<file path="src/gpr_pkg.sv">
package gpr_pkg;

    // Register bus geometry.
    localparam int DATA_W = 8;
    localparam int ADDR_W = 3;

    // Register indices on the plain register port.
    localparam logic [2:0] REG_DIR = 3'h0;
    localparam logic [2:0] REG_LATCH = 3'h1;
    localparam logic [2:0] REG_PIN_STATE = 3'h2;
    localparam logic [2:0] REG_PIN_FUNC = 3'h3;
    localparam logic [2:0] REG_OTYPE_LO = 3'h4;
    localparam logic [2:0] REG_OTYPE_HI = 3'h5;
    localparam logic [2:0] REG_PULLUP = 3'h6;

    // Port flavours: the G port has the mode-pin bit, the E port has the wide pin 1 field.
    localparam logic [1:0] KIND_PLAIN = 2'h0;
    localparam logic [1:0] KIND_G = 2'h1;
    localparam logic [1:0] KIND_E = 2'h2;

    // Reset values.
    localparam logic [7:0] DIR_RST = 8'h00;
    localparam logic [7:0] LATCH_RST = 8'h00;
    localparam logic [7:0] PIN_FUNC_RST = 8'h00;
    localparam logic [7:0] PIN_FUNC_RST_G = 8'h80;
    localparam logic [7:0] OTYPE_RST = 8'h00;
    localparam logic [7:0] PULLUP_RST = 8'h00;
    localparam logic [7:0] RDATA_IDLE = 8'h00;

    // Writable bits of the output-type registers; all others read as zero.
    localparam logic [7:0] OTYPE_LO_WMASK = 8'h55;
    localparam logic [7:0] OTYPE_LO_WMASK_E = 8'h5d;
    localparam logic [7:0] OTYPE_HI_WMASK = 8'h55;

    // Output-type field layout.
    localparam int OT_FIELD_W = 2;
    localparam int OT_PIN0_LSB = 0;
    localparam int OT_PIN1_LSB = 2;
    localparam int OT_HI_FIRST_PIN = 4;
    localparam int MODE_PIN_BIT = 7;
    localparam int WIDE_PIN = 1;

    // Output-type codes.
    localparam logic [1:0] OT_CMOS = 2'h0;
    localparam logic [1:0] OT_NCH_OD = 2'h1;
    localparam logic [1:0] OT_PCH_OD = 2'h2;
    localparam logic [1:0] OT_BAD = 2'h3;

endpackage

</file>
<file path="src/gpr_port.sv">
`timescale 1ns/100ps
`default_nettype none

module gpr_port #(
    parameter logic [1:0] PORT_KIND = gpr_pkg::KIND_PLAIN
)
(
    // Clock and reset.
    input wire logic CORE_CLK,
    input wire logic SYS_RST,
    // Register port.
    input wire logic [2:0] REG_ADDR,
    input wire logic [7:0] REG_WDATA,
    input wire logic REG_WR,
    input wire logic REG_RD,
    output logic [7:0] REG_RDATA,
    // Pads.
    input wire logic [7:0] PIN_IN,
    output logic [7:0] PIN_OUT,
    output logic [7:0] PIN_OE,
    output logic [7:0] PULLUP_EN,
    // Multiplexed peripheral functions.
    input wire logic [7:0] PERIPH_OUT,
    input wire logic [7:0] PERIPH_OE,
    output logic [7:0] PERIPH_IN,
    output logic [7:0] PERIPH_SEL
);

    logic [7:0] dir_q;
    logic [7:0] latch_q;
    logic [7:0] func_q;
    logic [7:0] otype_lo_q;
    logic [7:0] otype_lo_d;
    logic [7:0] otype_hi_q;
    logic [7:0] pullup_q;
    logic [7:0] pin_state;
    logic [7:0] rd_d;
    logic [7:0] rdata_q;
    logic [7:0] pin_out_q;
    logic [7:0] pin_oe_q;
    logic [7:0] pin_out_d;
    logic [7:0] pin_oe_d;
    logic [7:0] pullup_out_q;

    localparam logic [7:0] FUNC_RST =
        (PORT_KIND == gpr_pkg::KIND_G) ? gpr_pkg::PIN_FUNC_RST_G : gpr_pkg::PIN_FUNC_RST;
    localparam logic [7:0] LO_WMASK =
        (PORT_KIND == gpr_pkg::KIND_E) ? gpr_pkg::OTYPE_LO_WMASK_E : gpr_pkg::OTYPE_LO_WMASK;

    function automatic logic wr_hit(input logic wr, input logic [2:0] a, input logic [2:0] r);
        return wr && (a == r);
    endfunction

    // Output type of one pin from the two type registers.
    function automatic logic [1:0] pin_type(
        input int idx,
        input logic [7:0] lo,
        input logic [7:0] hi
    );
        logic [1:0] t;
        t = gpr_pkg::OT_CMOS;
        if (idx == 0)
        begin
            t = {1'b0, lo[gpr_pkg::OT_PIN0_LSB]};
        end
        else if (idx == gpr_pkg::WIDE_PIN)
        begin
            t = lo[gpr_pkg::OT_PIN1_LSB +: gpr_pkg::OT_FIELD_W];
        end
        else if (idx >= gpr_pkg::OT_HI_FIRST_PIN)
        begin
            t = {1'b0, hi[gpr_pkg::OT_FIELD_W * (idx - gpr_pkg::OT_HI_FIRST_PIN)]};
        end
        return t;
    endfunction

    always_ff @(posedge CORE_CLK)
    begin
        if (SYS_RST)
        begin
            dir_q <= gpr_pkg::DIR_RST;
        end
        else if (wr_hit(REG_WR, REG_ADDR, gpr_pkg::REG_DIR))
        begin
            dir_q <= REG_WDATA;
        end
    end

    always_ff @(posedge CORE_CLK)
    begin
        if (SYS_RST)
        begin
            latch_q <= gpr_pkg::LATCH_RST;
        end
        else if (wr_hit(REG_WR, REG_ADDR, gpr_pkg::REG_LATCH))
        begin
            latch_q <= REG_WDATA;
        end
    end

    // Port G resets with its top pin handed to the mode-pin function.
    always_ff @(posedge CORE_CLK)
    begin
        if (SYS_RST)
        begin
            func_q <= FUNC_RST;
        end
        else if (wr_hit(REG_WR, REG_ADDR, gpr_pkg::REG_PIN_FUNC))
        begin
            func_q <= REG_WDATA;
        end
    end

    // Upper field bits are not stored, so they read as zero, except pin 1's on the E port. On the E port
    // a write of the forbidden code to pin 1 leaves that field as it was.
    always_comb
    begin
        otype_lo_d = REG_WDATA & LO_WMASK;
        if (PORT_KIND == gpr_pkg::KIND_E &&
            REG_WDATA[gpr_pkg::OT_PIN1_LSB +: gpr_pkg::OT_FIELD_W] == gpr_pkg::OT_BAD)
        begin
            otype_lo_d[gpr_pkg::OT_PIN1_LSB +: gpr_pkg::OT_FIELD_W] =
                otype_lo_q[gpr_pkg::OT_PIN1_LSB +: gpr_pkg::OT_FIELD_W];
        end
    end

    always_ff @(posedge CORE_CLK)
    begin
        if (SYS_RST)
        begin
            otype_lo_q <= gpr_pkg::OTYPE_RST;
        end
        else if (wr_hit(REG_WR, REG_ADDR, gpr_pkg::REG_OTYPE_LO))
        begin
            otype_lo_q <= otype_lo_d;
        end
    end

    always_ff @(posedge CORE_CLK)
    begin
        if (SYS_RST)
        begin
            otype_hi_q <= gpr_pkg::OTYPE_RST;
        end
        else if (wr_hit(REG_WR, REG_ADDR, gpr_pkg::REG_OTYPE_HI))
        begin
            otype_hi_q <= REG_WDATA & gpr_pkg::OTYPE_HI_WMASK;
        end
    end

    always_ff @(posedge CORE_CLK)
    begin
        if (SYS_RST)
        begin
            pullup_q <= gpr_pkg::PULLUP_RST;
        end
        else if (wr_hit(REG_WR, REG_ADDR, gpr_pkg::REG_PULLUP))
        begin
            pullup_q <= REG_WDATA;
        end
    end

    gpr_sync2 #(
        .W(gpr_pkg::DATA_W)
    ) u_pin_sync (
        .clk(CORE_CLK),
        .rst(SYS_RST),
        .d(PIN_IN),
        .q(pin_state)
    );

    always_comb
    begin
        case (REG_ADDR)
            gpr_pkg::REG_DIR: rd_d = dir_q;
            gpr_pkg::REG_LATCH: rd_d = latch_q;
            gpr_pkg::REG_PIN_STATE: rd_d = pin_state;
            gpr_pkg::REG_PIN_FUNC: rd_d = func_q;
            gpr_pkg::REG_OTYPE_LO: rd_d = otype_lo_q;
            gpr_pkg::REG_OTYPE_HI: rd_d = otype_hi_q;
            gpr_pkg::REG_PULLUP: rd_d = pullup_q;
            default: rd_d = gpr_pkg::RDATA_IDLE;
        endcase
    end

    // Read data stands only in the cycle after the strobe.
    always_ff @(posedge CORE_CLK)
    begin
        if (SYS_RST)
        begin
            rdata_q <= gpr_pkg::RDATA_IDLE;
        end
        else if (REG_RD)
        begin
            rdata_q <= rd_d;
        end
        else
        begin
            rdata_q <= gpr_pkg::RDATA_IDLE;
        end
    end

    // The chosen source (latch or peripheral) is then shaped by the output type.
    // Open-drain types only ever drive toward one rail.
    genvar gi;
    generate
        for (gi = 0; gi < gpr_pkg::DATA_W; gi++)
        begin : g_pin
            logic val;
            logic en;
            logic [1:0] ot;
            assign ot = pin_type(gi, otype_lo_q, otype_hi_q);
            assign val = func_q[gi] ? PERIPH_OUT[gi] : latch_q[gi];
            assign en = func_q[gi] ? PERIPH_OE[gi] : dir_q[gi];
            always_comb
            begin
                case (ot)
                    gpr_pkg::OT_NCH_OD:
                    begin
                        pin_out_d[gi] = 1'b0;
                        pin_oe_d[gi] = en && !val;
                    end
                    gpr_pkg::OT_PCH_OD:
                    begin
                        pin_out_d[gi] = 1'b1;
                        pin_oe_d[gi] = en && val;
                    end
                    default:
                    begin
                        pin_out_d[gi] = val;
                        pin_oe_d[gi] = en;
                    end
                endcase
            end
        end
    endgenerate

    always_ff @(posedge CORE_CLK)
    begin
        if (SYS_RST)
        begin
            pin_out_q <= gpr_pkg::LATCH_RST;
            pin_oe_q <= gpr_pkg::DIR_RST;
        end
        else
        begin
            pin_out_q <= pin_out_d;
            pin_oe_q <= pin_oe_d;
        end
    end

    // A pull-up fights an active driver, so it is released while the pin drives.
    always_ff @(posedge CORE_CLK)
    begin
        if (SYS_RST)
        begin
            pullup_out_q <= gpr_pkg::PULLUP_RST;
        end
        else
        begin
            pullup_out_q <= pullup_q & ~pin_oe_d;
        end
    end

    assign REG_RDATA = rdata_q;
    assign PIN_OUT = pin_out_q;
    assign PIN_OE = pin_oe_q;
    assign PULLUP_EN = pullup_out_q;
    assign PERIPH_IN = pin_state;
    assign PERIPH_SEL = func_q;

    AST_DIR_WRITE: assert property (
        @(posedge CORE_CLK) disable iff (SYS_RST)
        REG_WR && REG_ADDR == gpr_pkg::REG_DIR ##1 REG_RD && REG_ADDR == gpr_pkg::REG_DIR
        |=> REG_RDATA == $past(REG_WDATA, 2))
        else $error("direction readback differs from written value");

    AST_LATCH_DRIVE: assert property (
        @(posedge CORE_CLK) disable iff (SYS_RST)
        !func_q[3] && dir_q[3] |=> PIN_OE[3] && PIN_OUT[3] == $past(latch_q[3]))
        else $error("general output pin does not show latch level");

    AST_PIN_READ: assert property (
        @(posedge CORE_CLK) disable iff (SYS_RST)
        REG_RD && REG_ADDR == gpr_pkg::REG_PIN_STATE |=> REG_RDATA == $past(PIN_IN, 3))
        else $error("pin state read does not match pin level");

    AST_FUNC_RESET: assert property (
        @(posedge CORE_CLK)
        $past(SYS_RST) && !SYS_RST |-> func_q == FUNC_RST)
        else $error("pin function register has wrong reset value");

    AST_MODE_PIN_RESET: assert property (
        @(posedge CORE_CLK)
        $past(SYS_RST) && !SYS_RST && PORT_KIND == gpr_pkg::KIND_G
        |-> func_q[gpr_pkg::MODE_PIN_BIT])
        else $error("mode pin not selected after reset");

    AST_PIN1_FIELD: assert property (
        @(posedge CORE_CLK) disable iff (SYS_RST)
        otype_lo_q[gpr_pkg::OT_PIN1_LSB] && !otype_lo_q[gpr_pkg::OT_PIN1_LSB + 1]
        |=> !(PIN_OE[1] && PIN_OUT[1]))
        else $error("pin 1 open-drain field not honoured");

    AST_NCH_NO_HIGH: assert property (
        @(posedge CORE_CLK) disable iff (SYS_RST)
        otype_lo_q[gpr_pkg::OT_PIN0_LSB] |=> !(PIN_OE[0] && PIN_OUT[0]))
        else $error("open-drain pin 0 drove high");

    AST_UPPER_ZERO: assert property (
        @(posedge CORE_CLK) disable iff (SYS_RST)
        REG_RD && REG_ADDR == gpr_pkg::REG_OTYPE_HI
        |=> (REG_RDATA & ~gpr_pkg::OTYPE_HI_WMASK) == 8'h00)
        else $error("upper type bits read nonzero");

    AST_NO_BAD_CODE: assert property (
        @(posedge CORE_CLK) disable iff (SYS_RST)
        otype_lo_q[gpr_pkg::OT_PIN1_LSB +: gpr_pkg::OT_FIELD_W] != gpr_pkg::OT_BAD)
        else $error("forbidden output type stored for pin 1");

    AST_HI_FIELD: assert property (
        @(posedge CORE_CLK) disable iff (SYS_RST)
        otype_hi_q[6] |=> !(PIN_OE[7] && PIN_OUT[7]))
        else $error("pin 7 open-drain field not honoured");

    AST_PULLUP_GATE: assert property (
        @(posedge CORE_CLK) disable iff (SYS_RST)
        (PULLUP_EN & ~$past(pullup_q)) == 8'h00 && (PULLUP_EN & PIN_OE) == 8'h00)
        else $error("pull-up enabled without control bit or while driving");

    AST_NO_STRAY_DRIVE: assert property (
        @(posedge CORE_CLK) disable iff (SYS_RST)
        !dir_q[2] && !func_q[2] |=> !PIN_OE[2])
        else $error("input pin driven");

    AST_SYNC_DEPTH: assert property (
        @(posedge CORE_CLK) disable iff (SYS_RST)
        $past(!SYS_RST, 2) |-> pin_state == $past(PIN_IN, 2))
        else $error("pin state not two cycles behind pad");

endmodule

`default_nettype wire

</file>
<file path="src/gpr_sync2.sv">
`timescale 1ns/100ps
`default_nettype none

module gpr_sync2 #(
    parameter int W = 8
)
(
    // Clock and reset.
    input wire logic clk,
    input wire logic rst,
    // Asynchronous levels in, synchronised levels out.
    input wire logic [W-1:0] d,
    output logic [W-1:0] q
);

    logic [W-1:0] meta_q;
    logic [W-1:0] sync_q;

    // The first stage feeds only the second stage.
    always_ff @(posedge clk)
    begin
        if (rst)
        begin
            meta_q <= '0;
            sync_q <= '0;
        end
        else
        begin
            meta_q <= d;
            sync_q <= meta_q;
        end
    end

    assign q = sync_q;

endmodule

`default_nettype wire
</file>
<file path="config.mk">
export PLATFORM = sky130hd
export DESIGN_NAME = gpr_port
export DESIGN_NICKNAME = d
export VERILOG_FILES = /design/src/gpr_pkg.sv /design/src/gpr_port.sv /design/src/gpr_sync2.sv
export SDC_FILE = /design/constraint.sdc
export NUM_CORES = 1
export LEC_CHECK = 0
export BUFFER_PORTS_ARGS = -buffer_cell sky130_fd_sc_hd__buf_2
export CAP_MARGIN = 25
export CORE_MARGIN = 3
export CORE_UTILIZATION = 40
export DETAILED_ROUTE_END_ITERATION = 10
export PLACE_DENSITY_LB_ADDON = 0.2
export SETUP_SLACK_MARGIN = 0.2
export SYNTH_ARGS = -nofsm -noshare
export SYNTH_HDL_FRONTEND = slang
export SYNTH_HIERARCHICAL = 1
export SYNTH_SLANG_ARGS = --single-unit
</file>
<file path="constraint.sdc">
create_clock -name CORE_CLK -period 1.4 [get_ports CORE_CLK]
set_input_delay 0.14 -clock CORE_CLK [delete_from_list [all_inputs] [get_ports CORE_CLK]]
set_output_delay 0.14 -clock CORE_CLK [all_outputs]
set_load 0.05 [all_outputs]
</file>
After elaboration in Yosys (flattened, before gate mapping)
Cells that the tools add are included.
Word-level totals
  input port bits: 39
  output and inout port bits: 48
  flip-flop bits (word level): 88
Cells by class
  reductions and logical operators: 26
  bitwise operators: 3
  equal/unequal tests: 6
  mux-type cells: 23
Operators with widths (count)
  case mux 8 bit (7 select lines): 1
  two-way mux 1 bit: 22
  OR reduction 2 bit: 7
  logical AND 1 bit: 12
  equality test 3 bit, second input constant: 3
  bitwise AND 8 bit: 1
  NOT 8 bit: 1
  equality test 3 x 2 -> 1 bit, second input constant: 2
  logical NOT 1 bit: 6
  equality test 3 x 1 -> 1 bit, second input constant: 1
  logical NOT 3 bit: 1
  NOT 1 bit: 1

Longest topological paths before layout
Gate-level depths: netlist of the first run.
  word-level depth: 6
  gate-level depth with buffers: 5
  gate-level depth less buffers: 3

Cells and area by module
The synthesis of the first run kept the hierarchy.
Modules (own cells, without submodules)
  gpr_port: times used 1, seq. area each 1441.4 um^2, area each 3020.4 um^2, cells an instance 303
  gpr_sync2: times used 1, seq. area each 320.3 um^2, area each 464.2 um^2, cells an instance 33

Worst setup path before layout of the first run
No wires, ideal clock.
  path type: flip-flop to flip-flop
  start: register func_q[4], in the netlist PERIPH_SEL[4]
  end: register pin_oe_q[4], in the netlist PIN_OE[4]
  library setup time: 0.066 ns
  data required time: 1.334 ns
  setup slack: -0.019 ns
  buffers on the path: 0
  arrival: 1.353 ns
  stages on the path, launching flop included: 4
  path through: dfxtp_1 mux2_2 a21oi_1 nor2b_1
Between the ends
  longest elaborated chain between the ends: 4
Ends and longest elaborated chain
  start: declaration: RTL line gpr_port.sv:31  | logic [7:0] func_q;
  start signal: assignment: RTL line gpr_port.sv:106  | func_q <= FUNC_RST;
  start signal: assignment: RTL line gpr_port.sv:110  | func_q <= REG_WDATA;
  two-way mux 1 bit: RTL line gpr_port.sv:213  | assign val = func_q[gi] ? PERIPH_OUT[gi] : latch_q[gi];
  logical NOT 1 bit: RTL line gpr_port.sv:221  | pin_oe_d[gi] = en && !val;
  logical AND 1 bit: RTL line gpr_port.sv:221
  two-way mux 1 bit (*): RTL line gpr_port.sv:217  | case (ot)
  end signal: assignment: RTL line gpr_port.sv:243  | pin_oe_q <= gpr_pkg::DIR_RST;
  end signal: assignment: RTL line gpr_port.sv:248  | pin_oe_q <= pin_oe_d;
  end: declaration: RTL line gpr_port.sv:40  | logic [7:0] pin_oe_q;
Mark *: on every way between the ends. The rest lies on a longest branch, timed or not.
A chain may end at the register's enable or synchronous reset.

Worst setup path after layout of the first run
  start: register u_pin_sync.sync_q[3], in the netlist u_pin_sync/q[3]
  end: output PERIPH_IN[3]
RTL lines
  start: declaration: RTL line gpr_sync2.sv:17  | logic [W-1:0] sync_q;
  start signal: assignment: RTL line gpr_sync2.sv:30  | sync_q <= meta_q;
  end: declaration: RTL line gpr_port.sv:25  | output logic [7:0] PERIPH_IN,
No word-level cell between the ends.

==> results of run 1 <==
## flip-flops by register name, indices dropped and copies added (netlist names)
name	flops
PERIPH_SEL	8
PIN_OE	8
PIN_OUT	8
PULLUP_EN	8
REG_RDATA	8
dir_q	8
latch_q	8
pullup_q	8
u_pin_sync/meta_q	8
u_pin_sync/q	8
otype_hi_q	4
otype_lo_q	4
## path summary, 6_finish.rpt
| check | depth (start not counted) | slack (ps) | from | to |
|---|---|---|---|---|
| worst min register to register | 1 | 440 | u_pin_sync/meta_q[6] | u_pin_sync/q[6] |
| worst max register to register | 2 | 250 | PERIPH_SEL[0] | REG_RDATA[0] |
| worst max-delay path | 1 | 240 | u_pin_sync/q[3] | PERIPH_IN[3] |
| worst min-delay path | 3 | 20 | PERIPH_OUT[3] | PIN_OUT[3] |
## layout make-up
class | instances | area (sq um)
sequential | 88 | 1790
fill | 800 | 3950
clock buffer | 13 | 170
timing repair buffer | 111 | 656
multi-input combinational | 225 | 1590
tap | 105 | 131
clock inverter | 3 | 45.0
inverter | 2 | 7.51
## power by group through the flow
stage / logic, uW / registers [uW] / clock network, uW
floorplan: 229 / 2740 / 0
detailed placement: 481 / 2650 / 0
global route: 543 / 2600 / 2040
CTS: 500 / 2590 / 1930
finish: 500 / 2590 / 1870
global placement: 474 / 2650 / 0
## what timing repair did
action                                  4_1_cts  5_1_grt
resized for setup                             2        6
endpoints found under the setup margin        1        9
hold buffers                                  8        0
hold endpoints to repair                      8        0
## synthesized netlist by cell type, types with 4 or more instances
master | n | area share, %
a21oi_1 | 36 | 5.2
nor2b_2 | 7 | 1.8
buf_2 | 4 | 0.57
mux2i_1 | 30 | 8.6
mux2_2 | 16 | 5.2
nor2_1 | 20 | 2.2
nand2_1 | 49 | 5.3
and2b_2 | 6 | 1.5
nor2b_1 | 11 | 2.0
buf_4 | 4 | 0.86
dfxtp_1 | 88 | 51
nor3b_1 | 12 | 2.6
buf_6 | 4 | 1.3
a22oi_1 | 4 | 0.86
clkbuf_1 | 7 | 0.75
## per-layer routing
| metal | track usage, % | share of wire [%] | vias up |
|---|---|---|---|
| li1 | - | - | 1369 |
| met1 | 23.3 | 48 | 1242 |
| met2 | 27.3 | 46 | 66 |
| met3 | 5.40 | 5.3 | 5 |
| met4 | 4.10 | 0.87 | 0 |
| met5 | 0 | 0 | - |
## through the flow
step                std cells  setup TNS (ps)  power, uW  instance area (sq um)  hold WS, ps
floorplan                 336               0       2970                   3510          266
global placement          523           -31.8       3120                   4080          354
detailed placement        523            -105       3130                   4080          353
CTS                       547               0       5020                   4370        0.161
global route              547               0       5180                   4390         13.8
finish                    547               0       4960                   4390         16.2
## cell families after synthesis
family                 synth area share, %
and+or+nand+nor                       22.0
muxes                                 15.1
DFF                                   50.6
buffers and inverters                 4.24
AOI/OAI and AO/OA                     8.12
==> metrics.md, run 1 <==
| Metric | Value |
|---|---|
| Outcome | `finished clean` |
| CTS Root Cell | `clkbuf_8` |
| Pin slew with the least headroom to its limit | `375 ps` |
| Slew Limit Fails | `0` |
| Pint | `roughly 3700 uW` |
| Sw Pwr | `approximately 1200 uW` |
| IO Count | `87` |
| Asr flop ratio synth | `0%` |
| Vias post-DR | `2682` |
| CP required | `1260 ps` |
| Chip height | `99.3 um` |
| Initial Util | `41.8%` |
| Critical-path maximum fanout | `2` |
| Grt total ovfl | `0` |
| Total die area | `9870 sq um` |
| Num CTS Buffers | `9` |
| H-tree Lvls | `3` |
| Yosys cell types | `39` |
| Post-synthesis sequential area ratio | `50.6%` |
| Clock buffer depth | `2` |
| Top_reg_cell synth | `dfxtp_1` |
| Worst VDD drop | `~0.63 mV` |
| Commonest non-fill, non-tap cells in the layout | `84 x buf_2, 76 x dfxtp_1, 49 x nand2_1, 33 x a21oi_1, 30 x mux2i_1` |
| Pwr/cell area | `around 1100 nW/um^2` |
| Nets | `476` |
| RSZ-0062 raised after global routing | `false` |
| Clock transition at path regs | `90 ps` |
| Period Utilization, post-route | `between 80% and 90%` |
| Sw Ratio | `between 20% and 30%` |
| First-pass GRT wire length | `roughly 13 mm` |
| Crit path time final | `~1200 ps` |
| Top delay family on crit path | `flip-flops` |
| Clock power frac | `around 38%` |
| Mapped cell area | `roughly 3500 sq um` |
| Vias in the first global route | `2607` |
| Yosys warns | `6` |
| IO Port Bufs | `86` |
| Vias per Instance | `slightly below 5` |
| Clock Sinks | `88` |
| # setup viols final | `0` |
| Layout cells sized above 1 | `39.1%` |
| Final Core Density | `52.7%` |
| Type of the worst setup path | `reg2out` |
| Clock Skews | `7.47 ps` |
| Site Rows | `33` |
| Syn_nets | `375` |
| Crit-path cells | `buf_2` |
| Placer Congestion | `0.800` |
| Setup bufs post-CTS | `0` |
| Syn-to-layout area delta | `26.1%` |
| Seq pwr share | `52.2%` |
| Detailed Routing Iterations Pass 1 | `4` |
| Critical Path AT | `1020 ps` |
| Max-Slew Margin vs Limit | `74.6%` |
| Clk_lat worst skew | `between 300 and 400 ps` |
| Final Hold Viols | `0` |
| Die Wd | `99.3 um` |
| CTS tree | `built` |
| Startpoint types | `register` |
| Leakage | `0.00190 uW` |
| DRC | `0` |
| DRT antenna net count | `0` |
| Max incr delay on CP | `380 ps` |
| Syn Inst Count | `336` |
| Place WS | `-53.9 ps` |
| EDFF count, synth | `0` |
| Ant diodes | `0` |
| Drt wl/cell | `15.3 um` |
| Largest net degree at the start of global routing | `around 80` |
| Comb pwr share | `roughly a tenth` |
| MaxCap Viol Count | `0` |
| Total Routing Usage GR | `17.3%` |
| Post-route setup slack | `about 240 ps` |
| Post-Route WL | `roughly 8.4 mm` |
| Initial antenna violation count | `0` |
| Syn_area_per_cell | `approximately 10 sq um` |
| Max Clk Rate | `859 MHz` |
| Slowest-stage cell, CP | `dfxtp_1` |
| Worst setup EP type | `primary output` |
| Dpl hpwl | `5.99 mm` |
| DR iter-0 viols | `94` |
| Core area | `8340 sq um` |
| HP Class | `in2reg` |
| Most common cell after layout, fill and taps aside | `buf_2` |
| Worst Path Buf+Inv | `1` |
| Synth Register Bits | `88` |
Note: power is estimated with default switching activity, not from simulation.
==> run 2: changes to the inputs <==
--- a/config.mk
+++ b/config.mk
@@ -5,6 +5,7 @@
 export SDC_FILE = /design/constraint.sdc
 export NUM_CORES = 1
 export LEC_CHECK = 0
+export ABC_AREA = 1
 export BUFFER_PORTS_ARGS = -buffer_cell sky130_fd_sc_hd__buf_2
 export CAP_MARGIN = 25
 export CORE_MARGIN = 3
==> constraint.sdc (replaced) <==
create_clock -name CORE_CLK -period 1.05 [get_ports CORE_CLK]
set_input_delay 0.105 -clock CORE_CLK [delete_from_list [all_inputs] [get_ports CORE_CLK]]
set_output_delay 0.105 -clock CORE_CLK [all_outputs]
set_load 0.05 [all_outputs]
==> run 2 against run 1 <==
Effect of this change: first-iteration DRC count increased to 2.6 times the previous value; final area increased by 26%; core utilization increased by 13 points; global-route usage increased by 5.4 points; critical path type unchanged; count of clock-buffer cells in the layout decreased by 4; non-clock buffer count increased by 39; largest cell class unchanged.
==> metrics.md, run 2 <==
| Metric | Value |
|---|---|
| H-tree Lvls | `3 (unchanged)` |
| Top cells by area, synth | `dfxtp_1 50%, nor2_1 7.2%, o21ai_0 7.1%` |
| Layout cells sized above 1 | `43.7% (+4.5 points)` |
| Mapped cell area | `3530 sq um (+1.2%)` |
| Largest net degree at the start of global routing | `46 (-43%)` |
| Die Wd | `99.9 um (+0.55%)` |
| Most common cell in the netlist | `dfxtp_1` |
| Clock Skews | `6.49 ps (-0.980 ps)` |
| Drt wl/cell | `15.7 um (+2.8%)` |
| Syn_area_per_cell | `7.85 sq um (-24%)` |
| Site Rows | `33 (unchanged)` |
| Inst Count DP | `652 (+25%)` |
| Commonest non-fill, non-tap cells in the layout | `67 x nor2_1, 49 x inv_1, 48 x buf_8, 40 x buf_4, 39 x dfxtp_2` |
| Initial antenna violation count | `0 (unchanged)` |
| MaxCap Viol Count | `0 (unchanged)` |
| Layout Cells excl Fill | `698 (+28%)` |
| CTS tree | `built` |
| Yosys warns | `6 (unchanged)` |
| Top_reg_cell synth | `dfxtp_1` |
| Max-Slew Margin vs Limit | `64.4% (-10 points)` |
| Initial Util | `42.1% (+0.29 points)` |
| Chip height | `99.9 um (+0.55%)` |
| Placer Congestion | `0.914 (+14%)` |
| Critical-path maximum fanout | `5 (+3)` |
| Yosys cell types | `26 (-33%)` |
| Crit path time final | `1010 ps` |
| Slowest-stage cell, CP | `dfxtp_4` |
| Type of the worst setup path | `reg2out` |
| Period Utilization, post-route | `96.6%` |
| Syn-to-layout area delta | `56.9%` |
| Clock Sinks | `88 (unchanged)` |
| Vias in the first global route | `3455 (+33%)` |
| Clock transition at path regs | `90 ps (about the same)` |
| Fillers | `667 (-17%)` |
| IO Count | `87 (unchanged)` |
| Synth cell count leaders | `88 x dfxtp_1, 68 x nor2_1, 52 x inv_1` |
| Top delay family on crit path | `flip-flops` |
| Pin slew with the least headroom to its limit | `534 ps (+159 ps)` |
| Outcome | `finished clean` |
| CP required | `940 ps (-320 ps)` |
| Core area | `8380 sq um (+0.50%)` |
| Worst setup EP type | `primary output` |
| Critical Path AT | `910 ps (-110 ps)` |
| Post-route setup slack | `35.6 ps (-201 ps)` |
| Final Hold Viols | `0 (unchanged)` |
| EDFF count, synth | `0 (unchanged)` |
| Synth area leader | `dfxtp_1` |
| IO Port Bufs | `86 (unchanged)` |
| DR iter-0 viols | `247 (+160%)` |
| Detailed Routing Iterations Pass 1 | `5 (+1)` |
| First-pass GRT wire length | `17.7 mm (+32%)` |
| Max Clk Rate | `~1000 MHz` |
| Grt total ovfl | `0 (unchanged)` |
| CTS Root Cell | `clkbuf_8` |
| DRT antenna net count | `0 (unchanged)` |
| Total die area | `9980 sq um (+1.1%)` |
| HP Class | `in2reg` |
| Pwr/cell area | `1300 nW/um^2 (+15%)` |
| Clk_lat worst skew | `360 ps (about the same)` |
| Dpl hpwl | `7.41 mm (+24%)` |
| Vias per Instance | `5.12 (+4.5%)` |
| RSZ-0062 raised after global routing | `true` |
| Most common cell after layout, fill and taps aside | `nor2_1` |
| Syn Inst Count | `449 (+34%)` |
| Startpoint types | `register` |
| Nets | `627 (+32%)` |
| Leakage | `0.00239 uW (+26%)` |
| Ant diodes | `0 (unchanged)` |
| Asr flop ratio synth | `0% (unchanged)` |
| Num CTS Buffers | `9 (unchanged)` |
| DRC | `0 (unchanged)` |
| Final total power | `7170 uW (+45%)` |
| Post-synth top area share | `50.0% (-0.59 points)` |
| Synth Register Bits | `88 (unchanged)` |
| Total Routing Usage GR | `22.7% (+5.4 points)` |
| Post-synthesis sequential area ratio | `50.0% (-0.59 points)` |
| Place WS | `-194 ps (-140 ps)` |
| FF+latch area | `1850 sq um (+3.4%)` |
| Max incr delay on CP | `390 ps (about the same)` |
| # setup viols final | `0 (unchanged)` |
| Crit-path cells | `buf_8` |
| Clock buffer depth | `2 (unchanged)` |
| Worst Path Buf+Inv | `1 (unchanged)` |
| Post-Route WL | `11.0 mm (+31%)` |
| Worst VDD drop | `0.961 mV (+51%)` |
| Multi-input gate area | `1570 sq um (-1.2%)` |
| Syn_nets | `488 (+30%)` |
| Slew Limit Fails | `0 (unchanged)` |
| Vias post-DR | `3576 (+33%)` |
-- run 2: cell families (layout without fill, tap and decap cells) --
logic type             count (synthesis)  after routing  share of synthesized area, %
AO/OA/AOI/OAI                         90             90                          12.8
buffers and inverters                 79            223                          11.0
AND/OR/NAND/NOR                      192            192                          26.3
flip-flops                            88             88                          50.0
-- run 2: timing repair --
item                                    in CTS  in global routing
setup buffers                               20                  0
hold endpoints to repair                     9                  1
hold buffers                                 9                  1
pin swaps                                   15                 16
endpoints found under the setup margin      59                 85
gates resized for setup                    182                 59
-- run 2: layout make-up --
class / count / share of cell area [%]
clock inverter: 7 / 1.56
timing repair buffer: 150 / 27.5
tap: 105 / 2.37
inverter: 57 / 4.45
clock buffer: 9 / 2.24
multi-input combinational: 282 / 28.4
sequential: 88 / 33.5
-- run 2: metrics by stage --
stage | area (sq um) | setup TNS, ps | hold WS (ps) | util, %
floorplan | 3660 | 0 | 212 | -
global placement | 4340 | -2170 | 306 | 51.8
finish | 5530 | 0 | 6.52 | 66.0
detailed placement | 4340 | -3220 | 313 | 51.8
global route | 5530 | -8.80 | 9.65 | 66.0
CTS | 5330 | 0 | 0.595 | 63.6
-- run 2: report_power, final --
part           total, uW  internal, uW  switching (uW)
clock               2540          1320            1220
combinational       1110           470             639
sequential          3520          3430            90.3
-- run 2: worst min-delay path: stages --
cell	delay, ps
buf_2	110
nor2_1	50
nor2_1	80
-- run 2: worst paths after layout --
kind                        startpoint               to  slack (ps)  cells after the start
hold / removal            REG_WDATA[1]       latch_q[1]           7                      3
setup / recovery         PERIPH_SEL[4]    PERIPH_SEL[4]          40                      1
setup reg to reg         PERIPH_SEL[5]     PULLUP_EN[5]          80                      5
hold reg to reg   u_pin_sync/meta_q[6]  u_pin_sync/q[6]         400                      2
-- run 2: layer usage --
metal / part of all wire, % / GRT usage [%] / wire length (um) / up-vias
met5: 0 / 0 / 0 / -
met4: 1.7 / 6.62 / 191 / 0
met3: 8.7 / 6.53 / 956 / 20
met2: 46 / 34.2 / 5070 / 159
met1: 43 / 31.6 / 4770 / 1635
li1: - / - / - / 1762
==> run 3: changes to the inputs <==
--- a/config.mk
+++ b/config.mk
@@ -8,7 +8,7 @@
 export ABC_AREA = 1
 export BUFFER_PORTS_ARGS = -buffer_cell sky130_fd_sc_hd__buf_2
 export CAP_MARGIN = 25
-export CORE_MARGIN = 3
+export CORE_MARGIN = 4
 export CORE_UTILIZATION = 40
 export DETAILED_ROUTE_END_ITERATION = 10
 export PLACE_DENSITY_LB_ADDON = 0.2
==> run 3 against run 2 <==
Effect of this change: clock skew rose by 6.6 ps; core utilization fell by 1.3 points; clock power fell by 15%; highest routed layer unchanged; register-to-register slack barely moved; count of clock-buffer cells in the layout rose by 4; sequential power barely moved; die area rose by 4.0%; power fell by 5.4%; sequential cell count did not move; fmax rose by 0.83%; critical path depth did not move; critical path type unchanged; setup slack improved by 8.3 ps.
==> metrics.md, run 3 (synthesis results as in run 2) <==
| Metric | Value |
|---|---|
| Worst hold stages | `3 (unchanged)` |
| Met3 wire len | `759 um (-21%)` |
| Slowest-stage cell, CP | `dfxtp_4` |
| Initial antenna violation count | `0 (unchanged)` |
| Post-Route WL | `11.0 mm (+0.15%)` |
| Site Rows | `33 (unchanged)` |
| Worst Hold End | `PIN_OE[3]` |
| Core area | `8380 sq um (unchanged)` |
| Initial Util | `42.1% (unchanged)` |
| CTS Root Cell | `clkbuf_8` |
| Crit path time final | `1010 ps (-8.33 ps)` |
| Layout cells sized above 1 | `43.0% (-0.67 points)` |
| IO Port Bufs | `86 (unchanged)` |
| Startpoint types | `register` |
| Max Clk Rate | `994 MHz (+0.83%)` |
| Post-route setup slack | `43.9 ps (+8.33 ps)` |
| IO Count | `87 (unchanged)` |
| Clk_lat worst skew | `350 ps (about the same)` |
| Top delay family on crit path | `flip-flops` |
| # setup viols final | `0 (unchanged)` |
| Fillers | `722 (+8.2%)` |
| Worst Path Buf+Inv | `1 (unchanged)` |
| Place WS | `-184 ps (+9.45 ps)` |
| Vias per Instance | `5.04 (-1.5%)` |
| Slack of the worst reg-to-reg path | `90 ps (about the same)` |
| Chip height | `102 um (+2.0%)` |
| Worst setup EP type | `primary output` |
| DRT met1 WL | `4.92 mm (+3.1%)` |
| Ant diodes | `0 (unchanged)` |
| Num CTS Buffers | `9 (unchanged)` |
| Max incr delay on CP | `400 ps (about the same)` |
| Highest routed layer | `met4` |
| RSZ-0062 raised after global routing | `true` |
| CTS tree | `built` |
| Final Hold Viols | `0 (unchanged)` |
| DR iter-0 viols | `202 (-18%)` |
| Clock buffer depth | `2 (unchanged)` |
| MaxCap Viol Count | `0 (unchanged)` |
| Pwr/cell area | `1250 nW/um^2 (-3.6%)` |
| DRT antenna net count | `0 (unchanged)` |
| Crit-path cells | `buf_8` |
| Reg2reg start | `PERIPH_SEL[0]` |
| CP required | `940 ps (about the same)` |
| Clock Skews | `13.1 ps (+6.64 ps)` |
| Critical-path maximum fanout | `5 (unchanged)` |
| H-tree Lvls | `3 (unchanged)` |
| Syn-to-layout area delta | `53.9%` |
| Largest net degree at the start of global routing | `36 (-22%)` |
| Placer Congestion | `0.908 (-0.60%)` |
| Critical Path AT | `900 ps (about the same)` |
| Slew Limit Fails | `0 (unchanged)` |
| Total Routing Usage GR | `21.8% (-0.91 points)` |
| Worst VDD drop | `0.725 mV (-25%)` |
| Dpl hpwl | `7.56 mm (+2.0%)` |
| Max-Slew Margin vs Limit | `68.7% (+4.3 points)` |
| Total die area | `10400 sq um (+4.0%)` |
| Clock transition at path regs | `90 ps (about the same)` |
| Most common cell after layout, fill and taps aside | `nor2_1` |
| R2r endpoint | `REG_RDATA[0]` |
| Outcome | `finished clean` |
| Inst Count DP | `655 (+0.46%)` |
| Met2 Wirelength | `5.17 mm (+2.0%)` |
| Layout Cells excl Fill | `698 (unchanged)` |
| Worst reg-to-reg path cell count | `5 (unchanged)` |
| Vias in the first global route | `3467 (+0.35%)` |
| Drt wl/cell | `15.8 um (+0.15%)` |
| HP Class | `in2reg` |
| Type of the worst setup path | `reg2out` |
| HP Start | `PERIPH_OE[3]` |
| Clock Sinks | `88 (unchanged)` |
| Die Wd | `102 um (+2.0%)` |
| Nets | `627 (unchanged)` |
| Commonest non-fill, non-tap cells in the layout | `67 x nor2_1, 49 x inv_1, 44 x dfxtp_2, 39 x nand2_1, 39 x buf_4` |
| First-pass GRT wire length | `17.5 mm (-1.3%)` |
| DRC | `0 (unchanged)` |
| Vias post-DR | `3521 (-1.5%)` |
| Detailed Routing Iterations Pass 1 | `5 (unchanged)` |
| Period Utilization, post-route | `95.8% (-0.79 points)` |
| Final total power | `6790 uW (-5.4%)` |
| Pin slew with the least headroom to its limit | `468 ps (-65.5 ps)` |
| Grt total ovfl | `0 (unchanged)` |
| Leakage | `0.00234 uW (-1.9%)` |
## run 3: cell count changes in the layout (fill, tap and decap cells not counted), sizes merged
| cell | previous run | this run |
|---|---|---|
| dlygate4sd3 | 10 | 9 |
| clkbuf | 9 | 14 |
| clkinv | 4 | 2 |
| bufinv | 2 | 0 |
## run 3: how the worst max path moves through the flow
stage | from | endpoint | slack [ps] | cells past startpoint
finish | PERIPH_SEL[5] | PERIPH_SEL[5] | 40 | 1
global route | PERIPH_SEL[5] | PERIPH_SEL[5] | 8 | 1
CTS | PERIPH_SEL[5] | PERIPH_SEL[5] | 30 | 1
detailed placement | REG_ADDR[1] | otype_lo_q[4] | -180 | 5
global placement | REG_ADDR[1] | otype_lo_q[2] | -150 | 5
floorplan | PERIPH_SEL[7] | PULLUP_EN[7] | 90 | 5
## run 3: final cells by class
type	count	area, sq um	share of cell area (%)
sequential	88	1850	34.0
multi-input combinational	282	1530	28.2
timing repair buffer	150	1500	27.6
inverter	57	241	4.45
clock buffer	13	160	2.95
tap	105	131	2.42
clock inverter	3	17.5	0.323
## run 3: layer usage
layer | track usage [%] | vias to the layer above
li1 | - | 1751
met1 | 29.2 | 1608
met2 | 34.4 | 145
met3 | 5.87 | 17
met4 | 7.06 | 0
met5 | 0 | -
## run 3: power breakdown
group | switching, uW | total, uW | leakage (uW) | internal, uW
Combinational | 629 | 1090 | 0.00151 | 462
Clock | 1170 | 2170 | 0.0000885 | 1000
Sequential | 88.8 | 3530 | 0.000743 | 3440
Total | 1880 | 6790 | 0.00234 | 4900
## run 3: per-stage QoR
stage / area (sq um) / setup TNS [ps] / hold slack (ps) / utilization [%]
2_1_floorplan: 3660 / 0 / 212 / -
3_3_place_gp: 4370 / -3750 / 303 / 52.1
3_5_place_dp: 4370 / -4810 / 310 / 52.1
4_1_cts: 5200 / 0 / 2.25 / 62.1
5_1_grt: 5430 / 0 / 6.69 / 64.7
6_report: 5430 / 0 / 13.1 / 64.7
## run 3: timing repair
item,4_1_cts,5_1_grt
endpoints found under the setup margin,58,95
setup buffers,12,6
gates cloned,0,0
hold endpoints to repair,9,0
pin swaps,14,25
hold buffers,9,0
gates resized for setup,167,55
